[src/rct_pkg.sv]
// shared constants and carrier types of the countdown timer
package rct_pkg;

	// register indices and byte addresses (four bytes per index)
	localparam logic [7:0] RCT_IDX_TVAL   = 8'h10;
	localparam logic [7:0] RCT_IDX_TMODE  = 8'h11;
	localparam logic [7:0] RCT_IDX_STAT   = 8'h12;
	localparam logic [7:0] RCT_ADDR_TVAL  = 8'(RCT_IDX_TVAL * 4);
	localparam logic [7:0] RCT_ADDR_TMODE = 8'(RCT_IDX_TMODE * 4);
	localparam logic [7:0] RCT_ADDR_STAT  = 8'(RCT_IDX_STAT * 4);
	localparam int         RCT_AW         = 8;
	localparam int         RCT_DW         = 32;

	// field positions
	localparam int RCT_SEL_LSB  = 3;
	localparam int RCT_SEL_MSB  = 4;
	localparam int RCT_RUN_BIT  = 2;
	localparam int RCT_IEN_BIT  = 1;
	localparam int RCT_PSEL_BIT = 0;
	localparam int RCT_FLAG_BIT = 0;

	// reset values
	localparam logic [1:0] RCT_SEL_RST  = 2'h3;
	localparam logic       RCT_BIT_RST  = 1'h0;
	localparam logic [7:0] RCT_TVAL_RST = 8'h00;

	// source select codes
	localparam logic [1:0] RCT_SRC_4096 = 2'h0;
	localparam logic [1:0] RCT_SRC_64   = 2'h1;
	localparam logic [1:0] RCT_SRC_1    = 2'h2;
	localparam logic [1:0] RCT_SRC_60TH = 2'h3;

	// oscillator and derived rates
	localparam int RCT_OSC_HZ   = 32768;
	localparam int RCT_DIV_4096 = RCT_OSC_HZ / 4096;
	localparam int RCT_DIV_64   = RCT_OSC_HZ / 64;
	localparam int RCT_DIV_1    = RCT_OSC_HZ / 1;
	localparam int RCT_SEC_MIN  = 60;

	// interrupt pulse widths in oscillator ticks
	localparam int RCT_PW_FAST_T1 = RCT_OSC_HZ / 8192;
	localparam int RCT_PW_FAST    = RCT_OSC_HZ / 4096;
	localparam int RCT_PW_64_T1   = RCT_OSC_HZ / 128;
	localparam int RCT_PW_64      = RCT_OSC_HZ / 64;
	localparam int RCT_PW_SLOW    = RCT_OSC_HZ / 64;
	localparam int RCT_PW_W       = $clog2(RCT_PW_SLOW + 1);

	typedef struct packed {
		logic osc;
		logic f4096;
		logic f64;
		logic f1;
		logic f60;
	} rct_ticks_t;

	typedef struct packed {
		logic [1:0] src_sel;
		logic       run;
		logic       irq_en;
		logic       pulse_sel;
	} rct_mode_t;

endpackage

[src/rct_sync2.sv]
// two flip-flop synchroniser for asynchronous inputs
`timescale 1ns/100ps
module rct_sync2 #(
	parameter int W = 1
) (
	// clock and reset
	input  wire logic         i_clk,
	input  wire logic         i_resetn,
	// async in, synced out
	input  wire logic [W-1:0] i_async,
	output logic      [W-1:0] o_sync
);
	logic [W-1:0] meta_reg;

	always_ff @(posedge i_clk or negedge i_resetn) begin
		if (!i_resetn) begin
			meta_reg <= '0;
			o_sync   <= '0;
		end else begin
			meta_reg <= i_async;
			o_sync   <= meta_reg;
		end
	end
endmodule // rct_sync2

[src/rct_tick_gen.sv]
// divides oscillator edges into the four timer source ticks
`timescale 1ns/100ps
module rct_tick_gen
	import rct_pkg::*;
(
	// clock and reset
	input  wire logic i_clk,
	input  wire logic i_resetn,
	// oscillator edge and offset correction pulses
	input  wire logic i_osc_edge,
	input  wire logic i_corr_add,
	input  wire logic i_corr_drop,
	// one-cycle source ticks
	output rct_ticks_t o_ticks
);
	localparam int FW = $clog2(RCT_DIV_64);
	localparam int SW = $clog2(RCT_DIV_1) + 2;
	localparam int MW = $clog2(RCT_SEC_MIN);

	logic [FW-1:0] fast_reg;
	logic [SW-1:0] slow_reg;
	logic [SW-1:0] slow_next;
	logic [MW-1:0] min_reg;
	logic          add_pend_reg;
	logic          drop_pend_reg;
	logic          sec_tick;

	// corrections wait for the next oscillator edge; a new one wins
	always_ff @(posedge i_clk or negedge i_resetn) begin
		if (!i_resetn) begin
			add_pend_reg  <= 1'b0;
			drop_pend_reg <= 1'b0;
		end else begin
			add_pend_reg  <= i_corr_add | (add_pend_reg & ~i_osc_edge);
			drop_pend_reg <= i_corr_drop | (drop_pend_reg & ~i_osc_edge);
		end
	end

	// fast chain sees raw oscillator only
	always_ff @(posedge i_clk or negedge i_resetn) begin
		if (!i_resetn)
			fast_reg <= '0;
		else if (i_osc_edge)
			fast_reg <= FW'(fast_reg + 1'b1);
	end

	// slow chain steps 0, 1 or 2 per edge so corrections stretch or shorten seconds
	always_comb begin
		slow_next = SW'(slow_reg + 1'b1 + add_pend_reg - drop_pend_reg);
		sec_tick  = 1'b0;
		if (slow_next >= SW'(RCT_DIV_1)) begin
			slow_next = SW'(slow_next - SW'(RCT_DIV_1));
			sec_tick  = 1'b1;
		end
	end

	always_ff @(posedge i_clk or negedge i_resetn) begin
		if (!i_resetn) begin
			slow_reg <= '0;
			min_reg  <= '0;
		end else if (i_osc_edge) begin
			slow_reg <= slow_next;
			if (sec_tick)
				min_reg <= (min_reg == MW'(RCT_SEC_MIN - 1)) ? '0 :
					MW'(min_reg + 1'b1);
		end
	end

	always_ff @(posedge i_clk or negedge i_resetn) begin
		if (!i_resetn) begin
			o_ticks <= '0;
		end else begin
			o_ticks.osc   <= i_osc_edge;
			o_ticks.f4096 <= i_osc_edge &
				(fast_reg[2:0] == 3'(RCT_DIV_4096 - 1));
			o_ticks.f64   <= i_osc_edge & (fast_reg == FW'(RCT_DIV_64 - 1));
			o_ticks.f1    <= i_osc_edge & sec_tick;
			o_ticks.f60   <= i_osc_edge & sec_tick &
				(min_reg == MW'(RCT_SEC_MIN - 1));
		end
	end
endmodule // rct_tick_gen

[src/rct_countdown_timer.sv]
// countdown timer with APB registers and interrupt output
// Overview of operation
// - source select picks 4096, 64, 1, 1/60 Hz
// - eight-bit down count; zero reload stops it
// - expiry from one sets flag and reloads
// - reload write loads the counter at once
// - new reload value kept for later periods
// - first period after run gains sync slack
// - later periods last exactly reload ticks
// - flag stays set until software clears it
// - pulse select and interrupt enable shape output
// - flag and interrupt assert in same edge
// - pulse width follows source rate and reload
// - count register reads the live count
// - slow sources include offset correction pulses
// - value at index 10h, control at 11h
// - pulse select zero follows flag, one pulses; code holds irq high while run is off
//
// Our own choices: the APB register port and the register addresses.
`timescale 1ns/100ps
module rct_countdown_timer
	import rct_pkg::*;
(
	// clock and reset
	input  wire logic              i_clk,
	input  wire logic              i_resetn,
	// apb slave
	input  wire logic              i_psel,
	input  wire logic              i_penable,
	input  wire logic              i_pwrite,
	input  wire logic [RCT_AW-1:0] i_paddr,
	input  wire logic [RCT_DW-1:0] i_pwdata,
	output logic      [RCT_DW-1:0] o_prdata,
	output logic                   o_pready,
	output logic                   o_pslverr,
	// oscillator pin and offset correction
	input  wire logic              i_osc_32k,
	input  wire logic              i_corr_add,
	input  wire logic              i_corr_drop,
	// interrupt and flag
	output logic                   o_irq_n,
	output logic                   o_countdown_flag
);
	logic                  osc_sync;
	logic                  osc_prev_reg;
	logic                  osc_edge;
	rct_ticks_t            ticks;
	rct_mode_t             mode_reg;
	logic [7:0]            reload_reg;
	logic [7:0]            count_reg;
	logic                  armed_reg;
	logic                  flag_reg;
	logic                  flag_next;
	logic [RCT_PW_W-1:0]   pulse_reg;
	logic [RCT_PW_W-1:0]   pulse_next;
	logic [RCT_PW_W-1:0]   pulse_width;
	logic                  src_tick;
	logic                  sync_tick;
	logic                  expire;
	logic                  setup;
	logic                  commit;
	logic                  mapped;
	logic                  wr_tval;
	logic                  wr_tmode;
	logic                  wr_stat;
	logic [RCT_DW-1:0]     rdata;

	// oscillator pin crosses in through two flops
	rct_sync2 #(
		.W        (1)
	) u_osc_sync (
		.i_clk    (i_clk),
		.i_resetn (i_resetn),
		.i_async  (i_osc_32k),
		.o_sync   (osc_sync)
	);

	always_ff @(posedge i_clk or negedge i_resetn) begin
		if (!i_resetn)
			osc_prev_reg <= 1'b0;
		else
			osc_prev_reg <= osc_sync;
	end

	assign osc_edge = osc_sync & ~osc_prev_reg;

	rct_tick_gen u_ticks (
		.i_clk       (i_clk),
		.i_resetn    (i_resetn),
		.i_osc_edge  (osc_edge),
		.i_corr_add  (i_corr_add),
		.i_corr_drop (i_corr_drop),
		.o_ticks     (ticks)
	);

	// apb decode
	always_comb begin
		mapped = (i_paddr == RCT_ADDR_TVAL) ||
			(i_paddr == RCT_ADDR_TMODE) || (i_paddr == RCT_ADDR_STAT);
	end

	assign setup    = i_psel & ~i_penable;
	assign commit   = i_psel & i_penable & o_pready & i_pwrite & mapped;
	assign wr_tval  = commit & (i_paddr == RCT_ADDR_TVAL);
	assign wr_tmode = commit & (i_paddr == RCT_ADDR_TMODE);
	assign wr_stat  = commit & (i_paddr == RCT_ADDR_STAT);

	// read mux; count read is live and may move under the read
	always_comb begin
		rdata = '0;
		case (i_paddr)
			RCT_ADDR_TVAL: begin
				rdata[7:0] = count_reg;
			end
			RCT_ADDR_TMODE: begin
				rdata[RCT_SEL_MSB:RCT_SEL_LSB] = mode_reg.src_sel;
				rdata[RCT_RUN_BIT]             = mode_reg.run;
				rdata[RCT_IEN_BIT]             = mode_reg.irq_en;
				rdata[RCT_PSEL_BIT]            = mode_reg.pulse_sel;
			end
			RCT_ADDR_STAT: begin
				rdata[RCT_FLAG_BIT] = flag_reg;
			end
			default: begin
				rdata = '0;
			end
		endcase
	end

	// one wait-free access phase per transfer
	always_ff @(posedge i_clk or negedge i_resetn) begin
		if (!i_resetn) begin
			o_pready  <= 1'b0;
			o_pslverr <= 1'b0;
			o_prdata  <= '0;
		end else begin
			o_pready  <= setup;
			o_pslverr <= setup & ~mapped;
			if (setup)
				o_prdata <= i_pwrite ? '0 : rdata;
		end
	end

	// control register
	always_ff @(posedge i_clk or negedge i_resetn) begin
		if (!i_resetn) begin
			mode_reg.src_sel   <= RCT_SEL_RST;
			mode_reg.run       <= RCT_BIT_RST;
			mode_reg.irq_en    <= RCT_BIT_RST;
			mode_reg.pulse_sel <= RCT_BIT_RST;
		end else if (wr_tmode) begin
			mode_reg.src_sel   <= i_pwdata[RCT_SEL_MSB:RCT_SEL_LSB];
			mode_reg.run       <= i_pwdata[RCT_RUN_BIT];
			mode_reg.irq_en    <= i_pwdata[RCT_IEN_BIT];
			mode_reg.pulse_sel <= i_pwdata[RCT_PSEL_BIT];
		end
	end

	// source tick selection
	always_comb begin
		case (mode_reg.src_sel)
			RCT_SRC_4096: src_tick = ticks.f4096;
			RCT_SRC_64:   src_tick = ticks.f64;
			RCT_SRC_1:    src_tick = ticks.f1;
			RCT_SRC_60TH: src_tick = ticks.f60;
			default:      src_tick = 1'b0;
		endcase
	end

	// slow sources arm on a 64 Hz edge, fast ones on their own tick
	assign sync_tick = mode_reg.src_sel[1] ? ticks.f64 : src_tick;

	// run takes effect only at a source-side edge, never mid tick
	always_ff @(posedge i_clk or negedge i_resetn) begin
		if (!i_resetn)
			armed_reg <= 1'b0;
		else if (!mode_reg.run)
			armed_reg <= 1'b0;
		else if (sync_tick)
			armed_reg <= 1'b1;
	end

	// run gates the count directly: armed only drops one edge after stop
	assign expire = armed_reg & mode_reg.run & src_tick &
		(count_reg == 8'h01);

	// reload and count
	always_ff @(posedge i_clk or negedge i_resetn) begin
		if (!i_resetn) begin
			reload_reg <= RCT_TVAL_RST;
			count_reg  <= RCT_TVAL_RST;
		end else if (wr_tval) begin
			reload_reg <= i_pwdata[7:0];
			count_reg  <= i_pwdata[7:0];
		end else if (armed_reg && mode_reg.run && src_tick &&
			count_reg != 8'h00) begin
			if (count_reg == 8'h01)
				count_reg <= reload_reg;
			else
				count_reg <= 8'(count_reg - 8'h01);
		end
	end

	// flag: hardware set wins over a clear in the same cycle
	assign flag_next = expire |
		(flag_reg & ~(wr_stat & i_pwdata[RCT_FLAG_BIT]));

	always_ff @(posedge i_clk or negedge i_resetn) begin
		if (!i_resetn)
			flag_reg <= 1'b0;
		else
			flag_reg <= flag_next;
	end

	// pulse width in oscillator ticks
	always_comb begin
		case (mode_reg.src_sel)
			RCT_SRC_4096: pulse_width = (reload_reg == 8'h01) ?
				RCT_PW_W'(RCT_PW_FAST_T1) : RCT_PW_W'(RCT_PW_FAST);
			RCT_SRC_64: pulse_width = (reload_reg == 8'h01) ?
				RCT_PW_W'(RCT_PW_64_T1) : RCT_PW_W'(RCT_PW_64);
			default: pulse_width = RCT_PW_W'(RCT_PW_SLOW);
		endcase
	end

	always_comb begin
		pulse_next = pulse_reg;
		if (expire)
			pulse_next = pulse_width;
		else if (ticks.osc && pulse_reg != '0)
			pulse_next = RCT_PW_W'(pulse_reg - 1'b1);
	end

	always_ff @(posedge i_clk or negedge i_resetn) begin
		if (!i_resetn)
			pulse_reg <= '0;
		else
			pulse_reg <= pulse_next;
	end

	// output built from next values so flag and irq move together
	always_ff @(posedge i_clk or negedge i_resetn) begin
		if (!i_resetn) begin
			o_irq_n          <= 1'b1;
			o_countdown_flag <= 1'b0;
		end else begin
			o_countdown_flag <= flag_next;
			if (!mode_reg.irq_en || !mode_reg.run)
				o_irq_n <= 1'b1;
			else if (mode_reg.pulse_sel)
				o_irq_n <= (pulse_next == '0);
			else
				o_irq_n <= ~flag_next;
		end
	end
endmodule // rct_countdown_timer

[config.mk]
export PLATFORM = sky130hd
export DESIGN_NAME = rct_countdown_timer
export DESIGN_NICKNAME = d
export VERILOG_FILES = /design/src/rct_pkg.sv /design/src/rct_sync2.sv /design/src/rct_tick_gen.sv /design/src/rct_countdown_timer.sv
export SDC_FILE = /design/constraint.sdc
export NUM_CORES = 1
export LEC_CHECK = 0
export BUFFER_PORTS_ARGS = -buffer_cell sky130_fd_sc_hd__buf_2
export CAP_MARGIN = 0
export CORE_UTILIZATION = 52
export DETAILED_ROUTE_END_ITERATION = 8
export HOLD_SLACK_MARGIN = 0.05
export PLACE_DENSITY = 0.77
export SLEW_MARGIN = 20
export SYNTH_ARGS = -nofsm -noshare
export SYNTH_HDL_FRONTEND = slang
export SYNTH_SLANG_ARGS = --single-unit
[constraint.sdc]
create_clock -name i_clk -period 3.2 [get_ports i_clk]
set_input_delay 0.16 -clock i_clk [delete_from_list [all_inputs] [get_ports i_clk]]
set_output_delay 0.16 -clock i_clk [all_outputs]
set_load 0.05 [all_outputs]
Yosys cells after proc, flatten, opt, wreduce, memory -nomap -nowiden
Index checks and enable logic that the tools add are counted.
{"block": "classes", "order_cmp": 1, "n_reduce_logical": 15, "addsub": 8, "n_eq_ne": 12, "muxes": 21, "n_bitwise": 30}
{"cell": "8-bit two-way mux", "n": 4}
{"cell": "10-bit two-way mux", "n": 3}
{"cell": "8-bit by 7-bit equality test with 1-bit output (second input constant)", "n": 3}
{"cell": "1-bit bitwise AND", "n": 21}
{"cell": "10-bit case mux with 2 select lines", "n": 1}
{"cell": "17-bit by 1-bit adder with 17-bit output", "n": 1}
{"cell": "17-bit by 1-bit adder with 17-bit output (second input constant)", "n": 1}
{"cell": "17-bit by 16-bit greater-or-equal comparator with 1-bit output (second input constant)", "n": 1}
{"cell": "17-bit two-way mux", "n": 1}
{"cell": "17-bit by 1-bit subtractor with 17-bit output", "n": 1}
{"cell": "17-bit by 16-bit subtractor with 17-bit output (second input constant)", "n": 1}
{"cell": "8-bit by 1-bit equality test with 1-bit output (second input constant)", "n": 2}
{"cell": "10-bit zero test", "n": 1}
{"cell": "10-bit nonzero test", "n": 1}
{"cell": "10-bit by 1-bit subtractor with 10-bit output (second input constant)", "n": 1}
{"cell": "9-bit by 1-bit adder with 9-bit output (second input constant)", "n": 1}
{"cell": "9-bit equality test (second input constant)", "n": 1}
{"cell": "4-bit case mux with 2 select lines", "n": 1}
{"cell": "8-bit nonzero test", "n": 1}
{"cell": "8-bit by 1-bit subtractor with 8-bit output (second input constant)", "n": 1}
{"cell": "6-bit by 1-bit adder with 6-bit output (second input constant)", "n": 1}
{"cell": "6-bit equality test (second input constant)", "n": 1}
{"cell": "1-bit two-way mux", "n": 6}
{"cell": "6-bit two-way mux", "n": 1}
{"cell": "other kinds (16)", "n": 30}
{"block": "totals", "input_bits": 48, "ff_bits": 110, "out_inout_bits": 36}

Longest topological paths before layout
{"block": "depth", "depth_word": 12, "ltp_mapped": 15}

Hierarchy
From an unflattened synthesis, not the netlist that was laid out.
{"block": "hier_totals", "cells_unflattened": 570, "hier_area_um2": 5355.1}
{"mod": "rct_countdown_timer", "instances": 1, "area_per_inst_um2": 2652.5, "cells_per_inst": 287}
{"mod": "rct_tick_gen", "instances": 1, "area_per_inst_um2": 2652.5, "cells_per_inst": 281}
{"mod": "rct_sync2", "instances": 1, "area_per_inst_um2": 50.0, "cells_per_inst": 2}

Worst setup path before layout
No wires, ideal clock.
{"block": "synth_path", "path_type": "reg-to-reg", "start": "register u_ticks.drop_pend_reg", "end": "register u_ticks.min_reg[0]", "t_arrival_ns": 3.186, "setup_time_ns": 0.125, "required_time_ns": 3.075, "slack_ns": -0.111, "path_stages_with_launch": 14, "n_path_buf": 0, "cell_sequence": "dfrtp_1 > inv_1 > fa_1 > ha_1 > inv_1 > ha_1 > o21bai_1 > a221oi_4 > xnor2_1 > a2111oi_4 > nand4_2 > o41ai_4 > nand2_4 > mux2_4"}
{"block": "synth_between", "elab_chain_len": 4}
{"element": "start: declaration", "line_no": "rct_tick_gen.sv:25", "source": "logic drop_pend_reg;"}
{"element": "start signal: assignment", "line_no": "rct_tick_gen.sv:35", "source": "drop_pend_reg <= i_corr_drop | (drop_pend_reg & ~i_osc_edge);"}
{"element": "17-bit by 1-bit subtractor with 17-bit output", "line_no": "rct_tick_gen.sv:49", "source": "slow_next = SW'(slow_reg + 1'b1 + add_pend_reg - drop_pend_reg);"}
{"element": "17-bit by 16-bit greater-or-equal comparator with 1-bit output", "line_no": "rct_tick_gen.sv:51", "source": "if (slow_next >= SW'(RCT_DIV_1)) begin"}
{"element": "1-bit two-way mux", "line_no": "rct_tick_gen.sv:51"}
{"element": "2-bit AND reduction (no line)"}
{"element": "end signal: assignment", "line_no": "rct_tick_gen.sv:64", "source": "min_reg <= (min_reg == MW'(RCT_SEC_MIN - 1)) ? '0 :"}
{"element": "end: declaration", "line_no": "rct_tick_gen.sv:23", "source": "logic [MW-1:0] min_reg;"}
Every way passes these cells.
A chain may end at the register's enable or synchronous reset.

Final worst setup path
{"block": "layout_path", "start": "register u_ticks.slow_reg[0]", "end": "register u_ticks.min_reg[0]"}
{"block": "layout_between", "elab_chain_len": 6}
{"element": "start: declaration", "line_no": "rct_tick_gen.sv:21", "source": "logic [SW-1:0] slow_reg;"}
{"element": "start signal: assignment", "line_no": "rct_tick_gen.sv:62", "source": "slow_reg <= slow_next;"}
{"element": "17-bit by 1-bit adder with 17-bit output (2 in series)", "line_no": "rct_tick_gen.sv:49"}
{"element": "17-bit by 1-bit subtractor with 17-bit output", "line_no": "rct_tick_gen.sv:49"}
{"element": "17-bit by 16-bit greater-or-equal comparator with 1-bit output", "line_no": "rct_tick_gen.sv:51"}
{"element": "1-bit two-way mux", "line_no": "rct_tick_gen.sv:51"}
{"element": "2-bit AND reduction (no line)"}
Every way passes these cells.

==> flow_summary.ini <==
[global_route]
grt_max_degree = 56
antenna_found_initial = 0
grt_use_total = 0.227
grt_overflow_total = 0
grt_pass1_vias = 4039
grt_pass1_wl_um = 18600

[clock_network]
cts-root-buf = clkbuf_8
htreeDepth = 3
tritoncts = built
cts_buffers = 9
clk_latency_ps = 360
clk_pin_slew_worst_paths_ps = 90
clockBufferDepth = 2
cts_sinks = 86

[placement]
numPortBuffers = 35
hpwl_um = 7830
place_congestion = 0.897
placed_cell_area_sq_um = 5530

[worst_setup_path]
startpoint_type = register
path_cells = fa_2 > ha_4 > a211oi_4 > o2bb2ai_4 > a211o_1 > a2111oi_4 > nand4_2 > o41ai_4 > buf_6 > nand2_4 > mux2_4
crit_path_start = u_ticks.slow_reg[0]$_DFFE_PN0P_
path_max_fanout = 7
worst_ep_arrival_time_ps = 3520
slowest_delay_ps = 410
slowest_stage = dfrtp_1
cp_top_family = compound AO/OA/AOI/OAI gates
worstPathRequired_ps = 3450
r2r_start = u_ticks.slow_reg[0]$_DFFE_PN0P_
path_buf_inv = 1
path_class = reg -> reg
endpoint_kind = register

[sta]
setup_viol = 5
drv_slew = 0
hold_violations = 0
fin_ws_ps = -69.3
hold_ws_ps = 71.1
fin_crit_ps = 3270
fmax_mhz = 306
fin_crit_sh = 1.02
slew-limit-headroom = 0.392
finClkSkew_ps = 13.4
rsz0062_at_grt = true
tightest_slew_ps = 908
setup_tns_ps = -205

[synthesis]
seq_area_frac_synth = 0.418
synth_edf_count = 0
ys.flop_type = dfrtp_1
avgSynthCellArea_sq_um = 9.27
yosysWarnings = 0
async_flop_share = 1.00
synth-seq-cells = 86
postSynthCellCount = 557
netlist_area_sq_um = 5160
synth_cell_type_count = 67

[final_layout]
seq_area_sq_um = 2160
final_cell_mix = 83 x dfrtp_1, 67 x nand2_1, 44 x o21ai_0, 35 x inv_1, 35 x nor2_1
final_area_sq_um = 6020
fin_nets = 695
num-fill-cells = 727
final_util = 0.640
drive_gt1_frac = 0.196
multi_input_area_sq_um = 2850
layout_commonest_cell = dfrtp_1
antenna_cells = 0
largest_register_ffs = 17
syn_to_final_growth_pct = 16.7

[power_and_ir_drop]
p_leak_uw = 0.00283
ir_worst_vdd_uv = 782
powerDensity_nw_per_um2 = 991

[route]
drc = 0
drtAntennaViolNets = 0
dr.first_iter.drc_count = 288
drt-total-wl_um = 10900
drt_pass1_iterations = 5
viasPerCell = 5.56
vias = 4199
wl_per_cell_um = 14.4

[hold_path]
hp-class = in -> reg
hp-start = i_pwdata[3]

[run]
drv_cap = 0

[die]
ios = 84
core_sq_um = 9420
start_util = 0.548
die_width_um = 102
num_rows = 35
die_area_sq_um = 10300
die_y_um = 102

[status]
status = finished, violations left
violations = negative setup slack
## kinds of logic after synthesis
logic type      Yosys count  synth area share
fa+ha+maj                26            0.0645
simple gates            190             0.178
compound gates          134             0.184
mux                      21            0.0449
xor+xnor                 21            0.0356
other cells               1          0.000727
buf+inv                  78            0.0742
flops                    86             0.418
## worst reg2reg max path: stages, from the launching register on
cell and delay (ps):
dfrtp_1 410, fa_2 410, ha_4 190, a211oi_4 390
o2bb2ai_4 100, a211o_1 310, a2111oi_4 340, nand4_2 190
o41ai_4 260, buf_6 180, nand2_4 70, mux2_4 300
## area by class of cell
type / count / share of cell area
multi-input cells: 416 / 0.473
well taps: 129 / 0.0268
flip-flops and latches: 86 / 0.358
clock inverters: 7 / 0.0187
repair buffers: 70 / 0.0798
clock buffers: 9 / 0.0206
inverters: 38 / 0.0237
## timing repair
item | CTS | global route
hold buffers | 10 | 0
setup buffers | 4 | 3
endpoints found under the setup margin | 5 | 10
endpoints found under the hold margin | 64 | 0
resized for setup | 11 | 10
pin swaps | 12 | 7
## routing by layer
metal  vias to the layer above  global-route usage  wire, um
met1                      2021               0.290      4860
met3                        16              0.0352       384
met4                         0              0.0736       168
met2                       117               0.396      5490
li1                       2045                   -         -
met5                         -                   0         0
## synthesized netlist by cell type (4+ instances only)
| cell | number | area [sq um] |
|---|---|---|
| a21oi_1 | 29 | 145 |
| nor3_1 | 19 | 95.1 |
| and3_1 | 4 | 25.0 |
| a21o_1 | 4 | 30.0 |
| xnor2_1 | 13 | 114 |
| nand2_1 | 67 | 251 |
| or3_1 | 4 | 25.0 |
| nand4_1 | 9 | 56.3 |
| buf_4 | 24 | 180 |
| mux2i_1 | 10 | 100 |
| mux2_2 | 9 | 101 |
| nor4_1 | 4 | 25.0 |
| dfrtp_1 | 83 | 2080 |
| nor2_1 | 35 | 131 |
| nor2b_1 | 7 | 43.8 |
| ha_1 | 25 | 313 |
| a22o_1 | 5 | 43.8 |
| nand2b_1 | 5 | 31.3 |
| clkbuf_1 | 16 | 60.1 |
| xor2_1 | 8 | 70.1 |
| inv_1 | 37 | 139 |
| o31ai_1 | 8 | 60.1 |
| o2111ai_1 | 4 | 35.0 |
| o21a_1 | 5 | 37.5 |
| nand3_1 | 17 | 85.1 |
| o21ai_0 | 44 | 220 |
## path summary, 6_finish.rpt
path,to,slack [ps],depth (start not counted)
setup reg to reg,u_ticks.min_reg[0]$_DFFE_PN0P_,-70,11
hold / removal,mode_reg[3]$_DFFE_PN1P_,70,2
max in group asynchronous,o_irq_n$_DFF_PN1_,2060,3
min in group asynchronous,count_reg[5]$_DFFE_PN0P_,380,2
setup / recovery,u_ticks.min_reg[0]$_DFFE_PN0P_,-70,11
hold reg to reg,u_osc_sync.o_sync$_DFF_PN0_,360,0
## per-stage QoR
| stage | std cells | worst slack, ps | power (uW) |
|---|---|---|---|
| global placement | 722 | -12.3 | 4450 |
| floorplan | 580 | 41.7 | 3760 |
| CTS | 752 | -36.1 | 5720 |
| finish | 755 | -69.3 | 5970 |
| global route | 755 | -200 | 6410 |
| detailed placement | 722 | -87.9 | 4540 |
## power breakdown
part	internal [uW]	total (uW)	switching, uW
logic	1650	3640	1990
registers	1260	1430	169
clock network	514	900	386
total	3420	5970	2550
No activity file was read; power rests on OpenSTA's default activity.
